`config.mk`:
```
export PLATFORM = sky130hd
export DESIGN_NAME = prio_regs
export DESIGN_NICKNAME = d
export VERILOG_FILES = /design/src/prio_pkg.sv /design/src/level_field.sv /design/src/prio_regs.sv
export SDC_FILE = /design/constraint.sdc
export NUM_CORES = 1
export LEC_CHECK = 0
export BUFFER_PORTS_ARGS = -buffer_cell sky130_fd_sc_hd__buf_2
export CORE_MARGIN = 1
export CORE_UTILIZATION = 40
export CTS_CLUSTER_DIAMETER = 50
export CTS_CLUSTER_SIZE = 14
export DETAILED_ROUTE_END_ITERATION = 10
export PLACE_DENSITY = 0.75
export SLEW_MARGIN = 30
export SYNTH_ARGS = -nofsm -noshare
export SYNTH_HDL_FRONTEND = slang
export SYNTH_HIERARCHICAL = 1
export SYNTH_SLANG_ARGS = --single-unit
```
`constraint.sdc`:
```
create_clock -name clk -period 6 [get_ports clk]
set_clock_uncertainty 0.15 [all_clocks]
set_input_delay 0.9 -clock clk [delete_from_list [all_inputs] [get_ports clk]]
set_output_delay 0.9 -clock clk [all_outputs]
set_load 0.02 [all_outputs]
```
`src/prio_pkg.sv`:
```
// Purpose: Shared constants for the timer/external priority register block
// Assumes: 32-bit AXI4-Lite data, 16-bit registers in the low half
// Notes: Offsets are byte addresses of aligned words
package prio_pkg;

	localparam int ADDR_W = 4;
	localparam int LEVEL_W = 3;

	// Register byte offsets
	localparam logic [ADDR_W-1:0] TIMER4_PRIORITY_CTRL_OFS = 4'h0;
	localparam logic [ADDR_W-1:0] EXT2_TIMER5_PRIORITY_CTRL_OFS = 4'h4;
	localparam logic [ADDR_W-1:0] VARIANT_STATUS_OFS = 4'h8;

	// Field positions (low bit of each 3-bit field)
	localparam int TIMER4_LEVEL_LSB = 12;
	localparam int EXT2_LEVEL_LSB = 4;
	localparam int TIMER5_LEVEL_LSB = 0;

	// Level codes
	localparam logic [LEVEL_W-1:0] LEVEL_RESET = 3'h4;
	localparam logic [LEVEL_W-1:0] LEVEL_DISABLED = 3'h0;

	// AXI responses
	localparam logic [1:0] RESP_OKAY = 2'h0;
	localparam logic [1:0] RESP_SLVERR = 2'h2;

endpackage : prio_pkg

```
`src/level_field.sv`:
```
// Purpose: One three-bit priority field with reset value and write gate
// Assumes: Write strobe already qualified by address and byte lane
// Notes: Also flags whether the source is presented (code not zero)
`timescale 1ns/1ps
`default_nettype none
module level_field (
	input wire logic clk,
	input wire logic rst_b,
	input wire logic present,
	input wire logic wr,
	input wire logic [prio_pkg::LEVEL_W-1:0] wdata,
	output logic [prio_pkg::LEVEL_W-1:0] level,
	output logic active
);
	import prio_pkg::*;

	// Field storage; absent variants never store
	always_ff @(posedge clk or negedge rst_b) begin
		if (!rst_b) begin
			level <= LEVEL_RESET;
		end else if (wr && present) begin
			level <= wdata;
		end
	end

	// Source presented only when enabled and present
	always_ff @(posedge clk or negedge rst_b) begin
		if (!rst_b) begin
			active <= 1'b0;
		end else begin
			active <= present && (next_level_nz());
		end
	end

	function automatic logic next_level_nz();
		return (wr && present) ? (wdata != LEVEL_DISABLED)
			: (level != LEVEL_DISABLED);
	endfunction : next_level_nz

	chk_field_reset_hold: assert property (@(posedge clk)
		disable iff (!rst_b) !present |-> level == LEVEL_RESET)
		else $error("absent field changed");
	chk_field_disabled: assert property (@(posedge clk)
		disable iff (!rst_b) level == LEVEL_DISABLED |=> !active || $past(wr))
		else $error("disabled source presented");

endmodule : level_field
`default_nettype wire

```
`src/prio_regs.sv`:
```
// Purpose: Timer 4, timer 5 and external 2 priority registers on AXI4-Lite
// Assumes: Master keeps one read and one write in flight at most
// Notes: Levels 1..7 leave as ports; zero code means source disabled
//
// How it works
// - Each field is three bits, 111 is level 7, timer 4 sits in bits 14:12.
// - Code 001 is level 1 and higher codes give higher levels in order.
// - A field holding 000 disables its source, which is never presented.
// - Unimplemented bits of both registers read as zero.
// - External interrupt 2 level sits in bits 6:4 of the second register.
// - Timer 5 level sits in bits 2:0 of the second register.
// - Every implemented field resets to 100, level 4.
// - Timer 4 and timer 5 fields exist only in the large-memory variant.
//
// Implementation choices: the AXI4-Lite register port and the register offsets.
`timescale 1ns/1ps
`default_nettype none
module prio_regs (
	input wire logic clk,
	input wire logic rst_b,
	input wire logic large_variant,
	input wire logic [prio_pkg::ADDR_W-1:0] s_axi_awaddr,
	input wire logic s_axi_awvalid,
	output logic s_axi_awready,
	input wire logic [31:0] s_axi_wdata,
	input wire logic [3:0] s_axi_wstrb,
	input wire logic s_axi_wvalid,
	output logic s_axi_wready,
	output logic [1:0] s_axi_bresp,
	output logic s_axi_bvalid,
	input wire logic s_axi_bready,
	input wire logic [prio_pkg::ADDR_W-1:0] s_axi_araddr,
	input wire logic s_axi_arvalid,
	output logic s_axi_arready,
	output logic [31:0] s_axi_rdata,
	output logic [1:0] s_axi_rresp,
	output logic s_axi_rvalid,
	input wire logic s_axi_rready,
	output logic [prio_pkg::LEVEL_W-1:0] timer4_level_field,
	output logic [prio_pkg::LEVEL_W-1:0] ext2_level_field,
	output logic [prio_pkg::LEVEL_W-1:0] timer5_level_field,
	output logic timer4_active,
	output logic ext2_active,
	output logic timer5_active
);
	import prio_pkg::*;

	// ----------------------------------------
	// Variant strap
	// ----------------------------------------
	logic variant;
	logic strap_done;

	// Strap caught by the clock after reset release
	always_ff @(posedge clk or negedge rst_b) begin
		if (!rst_b) begin
			variant <= 1'b0;
			strap_done <= 1'b0;
		end else if (!strap_done) begin
			variant <= large_variant;
			strap_done <= 1'b1;
		end
	end

	// ----------------------------------------
	// Write channel
	// ----------------------------------------
	logic [ADDR_W-1:0] aw_addr;
	logic aw_held;
	logic [31:0] w_data;
	logic [3:0] w_strb;
	logic w_held;
	logic do_write;

	assign do_write = aw_held && w_held && !s_axi_bvalid;

	// Address and data accepted in either order
	always_ff @(posedge clk or negedge rst_b) begin
		if (!rst_b) begin
			aw_held <= 1'b0;
			aw_addr <= '0;
			s_axi_awready <= 1'b0;
		end else begin
			s_axi_awready <= !aw_held && !s_axi_awready && s_axi_awvalid;
			if (s_axi_awvalid && s_axi_awready) begin
				aw_held <= 1'b1;
				aw_addr <= s_axi_awaddr;
			end else if (do_write) begin
				aw_held <= 1'b0;
			end
		end
	end

	always_ff @(posedge clk or negedge rst_b) begin
		if (!rst_b) begin
			w_held <= 1'b0;
			w_data <= '0;
			w_strb <= '0;
			s_axi_wready <= 1'b0;
		end else begin
			s_axi_wready <= !w_held && !s_axi_wready && s_axi_wvalid;
			if (s_axi_wvalid && s_axi_wready) begin
				w_held <= 1'b1;
				w_data <= s_axi_wdata;
				w_strb <= s_axi_wstrb;
			end else if (do_write) begin
				w_held <= 1'b0;
			end
		end
	end

	// Write response; unmapped offsets answer SLVERR
	always_ff @(posedge clk or negedge rst_b) begin
		if (!rst_b) begin
			s_axi_bvalid <= 1'b0;
			s_axi_bresp <= RESP_OKAY;
		end else if (do_write) begin
			s_axi_bvalid <= 1'b1;
			if (aw_addr == TIMER4_PRIORITY_CTRL_OFS) begin
				s_axi_bresp <= RESP_OKAY;
			end else if (aw_addr == EXT2_TIMER5_PRIORITY_CTRL_OFS) begin
				s_axi_bresp <= RESP_OKAY;
			end else if (aw_addr == VARIANT_STATUS_OFS) begin
				s_axi_bresp <= RESP_OKAY;
			end else begin
				s_axi_bresp <= RESP_SLVERR;
			end
		end else if (s_axi_bready) begin
			s_axi_bvalid <= 1'b0;
		end
	end

	// ----------------------------------------
	// Priority fields
	// ----------------------------------------
	logic wr_reg1;
	logic wr_reg2;

	// Only the byte lane holding a field writes it
	assign wr_reg1 = do_write && aw_addr == TIMER4_PRIORITY_CTRL_OFS
		&& w_strb[1];
	assign wr_reg2 = do_write && aw_addr == EXT2_TIMER5_PRIORITY_CTRL_OFS
		&& w_strb[0];

	level_field u_timer4 (
		.clk(clk),
		.rst_b(rst_b),
		.present(variant),
		.wr(wr_reg1),
		.wdata(w_data[TIMER4_LEVEL_LSB +: LEVEL_W]),
		.level(timer4_level_field),
		.active(timer4_active)
	);

	level_field u_ext2 (
		.clk(clk),
		.rst_b(rst_b),
		.present(1'b1),
		.wr(wr_reg2),
		.wdata(w_data[EXT2_LEVEL_LSB +: LEVEL_W]),
		.level(ext2_level_field),
		.active(ext2_active)
	);

	level_field u_timer5 (
		.clk(clk),
		.rst_b(rst_b),
		.present(variant),
		.wr(wr_reg2),
		.wdata(w_data[TIMER5_LEVEL_LSB +: LEVEL_W]),
		.level(timer5_level_field),
		.active(timer5_active)
	);

	// ----------------------------------------
	// Read channel
	// ----------------------------------------
	logic [31:0] next_rdata;
	logic [1:0] next_rresp;
	logic [ADDR_W-1:0] rd_addr;

	// Read mux; unimplemented bits stay zero
	always_comb begin
		next_rdata = '0;
		next_rresp = RESP_OKAY;
		if (s_axi_araddr == TIMER4_PRIORITY_CTRL_OFS) begin
			next_rdata[TIMER4_LEVEL_LSB +: LEVEL_W] =
				variant ? timer4_level_field : LEVEL_DISABLED;
		end else if (s_axi_araddr == EXT2_TIMER5_PRIORITY_CTRL_OFS) begin
			next_rdata[EXT2_LEVEL_LSB +: LEVEL_W] = ext2_level_field;
			next_rdata[TIMER5_LEVEL_LSB +: LEVEL_W] =
				variant ? timer5_level_field : LEVEL_DISABLED;
		end else if (s_axi_araddr == VARIANT_STATUS_OFS) begin
			next_rdata[0] = variant;
		end else begin
			next_rresp = RESP_SLVERR;
		end
	end

	// One-cycle address accept, data registered on acceptance
	always_ff @(posedge clk or negedge rst_b) begin
		if (!rst_b) begin
			s_axi_arready <= 1'b0;
			s_axi_rvalid <= 1'b0;
			s_axi_rdata <= '0;
			s_axi_rresp <= RESP_OKAY;
			rd_addr <= '0;
		end else begin
			s_axi_arready <= s_axi_arvalid && !s_axi_arready
				&& !s_axi_rvalid;
			if (s_axi_arvalid && s_axi_arready) begin
				s_axi_rvalid <= 1'b1;
				s_axi_rdata <= next_rdata;
				s_axi_rresp <= next_rresp;
				rd_addr <= s_axi_araddr; // Offset behind the read word
			end else if (s_axi_rready) begin
				s_axi_rvalid <= 1'b0;
			end
		end
	end

	// ----------------------------------------
	// Checks
	// ----------------------------------------
	// Upper half is always zero; the low unused bits depend on the offset
	chk_reg1_zero_bits: assert property (@(posedge clk)
		disable iff (!rst_b) s_axi_rvalid |-> s_axi_rdata[31:15] == '0
		&& (rd_addr != TIMER4_PRIORITY_CTRL_OFS || s_axi_rdata[11:0] == '0))
		else $error("unimplemented bits read nonzero");
	chk_reg2_bit3: assert property (@(posedge clk)
		disable iff (!rst_b) s_axi_rvalid |-> !s_axi_rdata[3]
		&& (rd_addr != EXT2_TIMER5_PRIORITY_CTRL_OFS || s_axi_rdata[31:7] == '0))
		else $error("bit 3 read nonzero");
	chk_ext2_write: assert property (@(posedge clk)
		disable iff (!rst_b) wr_reg2 |=> ext2_level_field == $past(w_data[6:4]))
		else $error("ext2 field not written");
	chk_timer5_write: assert property (@(posedge clk)
		disable iff (!rst_b)
		wr_reg2 && variant |=> timer5_level_field == $past(w_data[2:0]))
		else $error("timer5 field not written");
	chk_timer4_write: assert property (@(posedge clk)
		disable iff (!rst_b)
		wr_reg1 && variant |=> timer4_level_field == $past(w_data[14:12]))
		else $error("timer4 field not written");
	chk_no_stray_write: assert property (@(posedge clk)
		disable iff (!rst_b) !wr_reg2 |=> $stable(ext2_level_field))
		else $error("ext2 field changed without write");
	chk_active_code: assert property (@(posedge clk)
		disable iff (!rst_b) ext2_active |-> ext2_level_field >= 3'h1)
		else $error("active with code zero");
	chk_read_answer: assert property (@(posedge clk)
		disable iff (!rst_b) s_axi_arvalid && s_axi_arready |=> s_axi_rvalid)
		else $error("read not answered");
	chk_absent_reads_zero: assert property (@(posedge clk)
		disable iff (!rst_b)
		s_axi_rvalid && !variant && s_axi_rresp == RESP_OKAY
		|-> s_axi_rdata[14:12] == '0 && s_axi_rdata[2:0] == '0)
		else $error("absent field read nonzero");
	chk_reset_level: assert property (@(posedge clk)
		$rose(rst_b) |-> ext2_level_field == LEVEL_RESET)
		else $error("reset level wrong");

	cov_write: cover property (@(posedge clk) disable iff (!rst_b) do_write);
	cov_read: cover property (@(posedge clk) disable iff (!rst_b)
		s_axi_rvalid && s_axi_rready);
	cov_disable: cover property (@(posedge clk) disable iff (!rst_b)
		$fell(ext2_active));

endmodule : prio_regs
`default_nettype wire
```
==> impl_metrics.csv <==
group,metric,value,unit
status,status,"completed",
place,numPortBuffers,54,
critical_path,cp-end-kind,"register",
timing,setup-violations-final,0,
cells_and_area,fill_cells,472,
floorplan,initial_utilization,0.4286,
timing,clock.fmax,463.7,MHz
floorplan,dieArea,0.005488,mm2
detailed_routing,drc,0,
detailed_routing,vias_per_cell,4.663,
global_routing,met3_usage,0.05962,
cells_and_area,drive_gt1_frac,0.4299,
clock_network,post-cts-setup-buffer-count,0,
timing,worst_slew_pin_slew,0.5839,ns
clock_network,ctsResizeCount,0,
clock_network,hold_buffers,0,
pwr,power_density,397.9,mW/mm2
place,dp_hpwl,2.629,mm
logic_synthesis,synth_area,0.002078,mm2
detailed_routing,wl_per_cell,12.16,um
place,place_congestion,0.7302,
critical_path,crit_path_max_fanout,6,
global_routing,grt_pass1_wl,5.713,mm
cells_and_area,insertedDiodeCount,0,
clock_network,clockBufferDepth,2,
global_routing,use_met1,0.1680,
logic_synthesis,netlist_instances,160,
floorplan,chipHeight,74.08,um
global_routing,grt_max_degree,48,
floorplan,die_w,74.08,um
logic_synthesis,synth_edf_count,0,
floorplan,core_area,0.004848,mm2
floorplan,ios,105,
timing,drv_slew,0,
logic_synthesis,ys_seq_elements,47,
place,postPlaceCellArea,0.002336,mm2
logic_synthesis,seq_area_frac_synth,0.5677,
timing,period_needed,2.156,ns
logic_synthesis,ys_types,28,
place,place_ws,3.809,ns
pwr,leakage,1.260,nW
global_routing,antenna_found_initial,0,
timing,period_share,0.3594,
detailed_routing,drt_iter0_drc,39,
cells_and_area,syn_to_final_growth,16.80,%
logic_synthesis,yosysWarnings,6,
critical_path,path_class,"reg2reg",
logic_synthesis,synthArstFlopShare,1.000,
cells_and_area,stdcell_area,0.002427,mm2
timing,hold_slack,0.3000,ns
global_routing,grt_pass1_vias,1238,
timing,finalHoldViolations,0,
detailed_routing,drt-pass1-iter-count,4,
cells_and_area,postLayoutCoreUtil,0.5006,
global_routing,grt_usage,0.1422,
detailed_routing,num_vias,1343,
logic_synthesis,synth_area_per_cell,12.99,um2
critical_path,worstSetupStartpointType,"register",
timing,worst_slack,3.844,ns
cells_and_area,final_nets,272,
logic_synthesis,yosysTopAreaCellShare,0.5298,
global_routing,grtUsageMet2,0.2293,
clock_network,clk_pin_slew,0.08,ns
hold_path,hold_class,"reg2reg",
clock_network,insertion_delay,0.30,ns
global_routing,busiest_layer,"met2",
critical_path,r2r_slack,3.84,ns
clock_network,cts_tree,"built",
global_routing,grt_remaining_overflow,0,
clock_network,cts-htree-levels,2,
logic_synthesis,synth_flop_cell,"dfrtp_1",
hold_path,hold_path_depth,1,
critical_path,r2r_cells,5,
timing,setup_tns,0,ns
detailed_routing,routed_wirelength,3.503,mm
timing,maxSlewHeadroom,0.6107,
detailed_routing,ant_nets,0,
clock_network,cts_num_sinks,47,
pwr,irDropWorstVdd,0.1724,mV
logic_synthesis,yosys-top-cells-area,"dfrtp_1 53%, buf_4 9.0%, mux2_2 8.7%",
logic_synthesis,synth_area_leader_cell,"dfrtp_1",
critical_path,cp_data_required_time,6.03,ns
clock_network,cts-root-buf,"clkbuf_8",
clock_network,numCtsBuffers,5,
run,max_cap_viol_count,0,
timing,rsz0062_at_grt,"no",
critical_path,arrival,2.19,ns
floorplan,num_rows,25,
==> routing by layer <==
metal  part of all wire  wire (um)  up-vias
li1                   -          -      630
met1               0.44       1528      650
met2               0.47       1648       58
met3              0.077        270        5
met4              0.016         55        0
met5                  0          0        -
==> flip-flops by register name (all words and copies together) (netlist names), 2 cells and up <==
signal / flops
w_strb: 2
aw_addr: 4
w_data: 9
s_axi_rdata: 9
u_timer5/level: 3
u_timer4/level: 3
u_ext2/level: 3
==> power breakdown <==
group / internal (mW) / switching, mW
Sequential: 0.421 / 0.0835
Clock: 0.0930 / 0.0991
Combinational: 0.130 / 0.139
==> worst paths after layout <==
check / start / end
max: s_axi_bvalid$_DFFE_PN0P_ / u_timer5/level[0]$_DFFE_PN0P_
min: s_axi_rvalid$_DFFE_PN0P_ / s_axi_arready$_DFF_PN0_
max reg2reg: s_axi_bvalid$_DFFE_PN0P_ / u_timer5/level[0]$_DFFE_PN0P_
min reg2reg: s_axi_rvalid$_DFFE_PN0P_ / s_axi_arready$_DFF_PN0_
max in group asynchronous: rst_b / s_axi_rdata[0]$_DFFE_PN0P_
min in group asynchronous: rst_b / aw_addr[3]$_DFFE_PN0P_
==> through the flow <==
step,power (mW),instances
after floorplan,0.7012,186
after global placement,0.7729,280
after detailed placement,0.7859,280
after CTS,0.9791,288
after global routing,1.025,288
final,0.9658,288
==> kinds of logic (layout without fill, tap and decap cells) <==
kind of cell / count (synthesis) / after routing / synth area share
and+or+nand+nor: 39 / 39 / 0.1186
muxes: 26 / 26 / 0.1565
buffers and inverters: 30 / 65 / 0.09994
DFF: 47 / 47 / 0.5677
AOI/OAI and AO/OA: 16 / 16 / 0.05358
other: 2 / 28 / 0.003614
==> placed cells by master, fill, tap and decap left out, types with 6 or more instances in the layout <==
cell and n:
mux2_4 9, clkbuf_8 6, o21ai_0 7, mux2_2 16, buf_2 53, dfrtp_1 44, nand2_1 13, conb_1 28
nor3b_1 6
==> synthesized netlist by cell type, types with 2 or more instances <==
cell and count:
mux2_4 9, nand3_1 3, mux2_2 16, a22o_1 3
dfrtp_1 44, dfstp_2 3, buf_4 25, nor3_1 2
nor4b_1 3, a211oi_1 2, inv_1 3, conb_1 2
nor4_1 3, o21ai_0 7, nand2_1 13, a32o_1 3
nor3b_1 6, nand2_2 3
==> worst max-delay path, stage by stage (launching register included) <==
cell and delay, ns:
dfrtp_1 0.41, nand3b_4 0.18, or4_4 0.44, nor2_1 0.39, nand2_2 0.16, mux2_4 0.32
==> final cells by class <==
| class | instances | area, um2 | share of cell area |
|---|---|---|---|
| timing repair buffer | 54 | 272.8 | 0.1124 |
| clock inverter | 1 | 5.005 | 0.002062 |
| inverter | 3 | 11.26 | 0.004639 |
| clock buffer | 7 | 86.33 | 0.03557 |
| sequential | 47 | 1180 | 0.4861 |
| multi-input combinational | 109 | 788.3 | 0.3247 |
| tap | 67 | 83.83 | 0.03454 |
No activity file was read; power rests on OpenSTA's default activity.
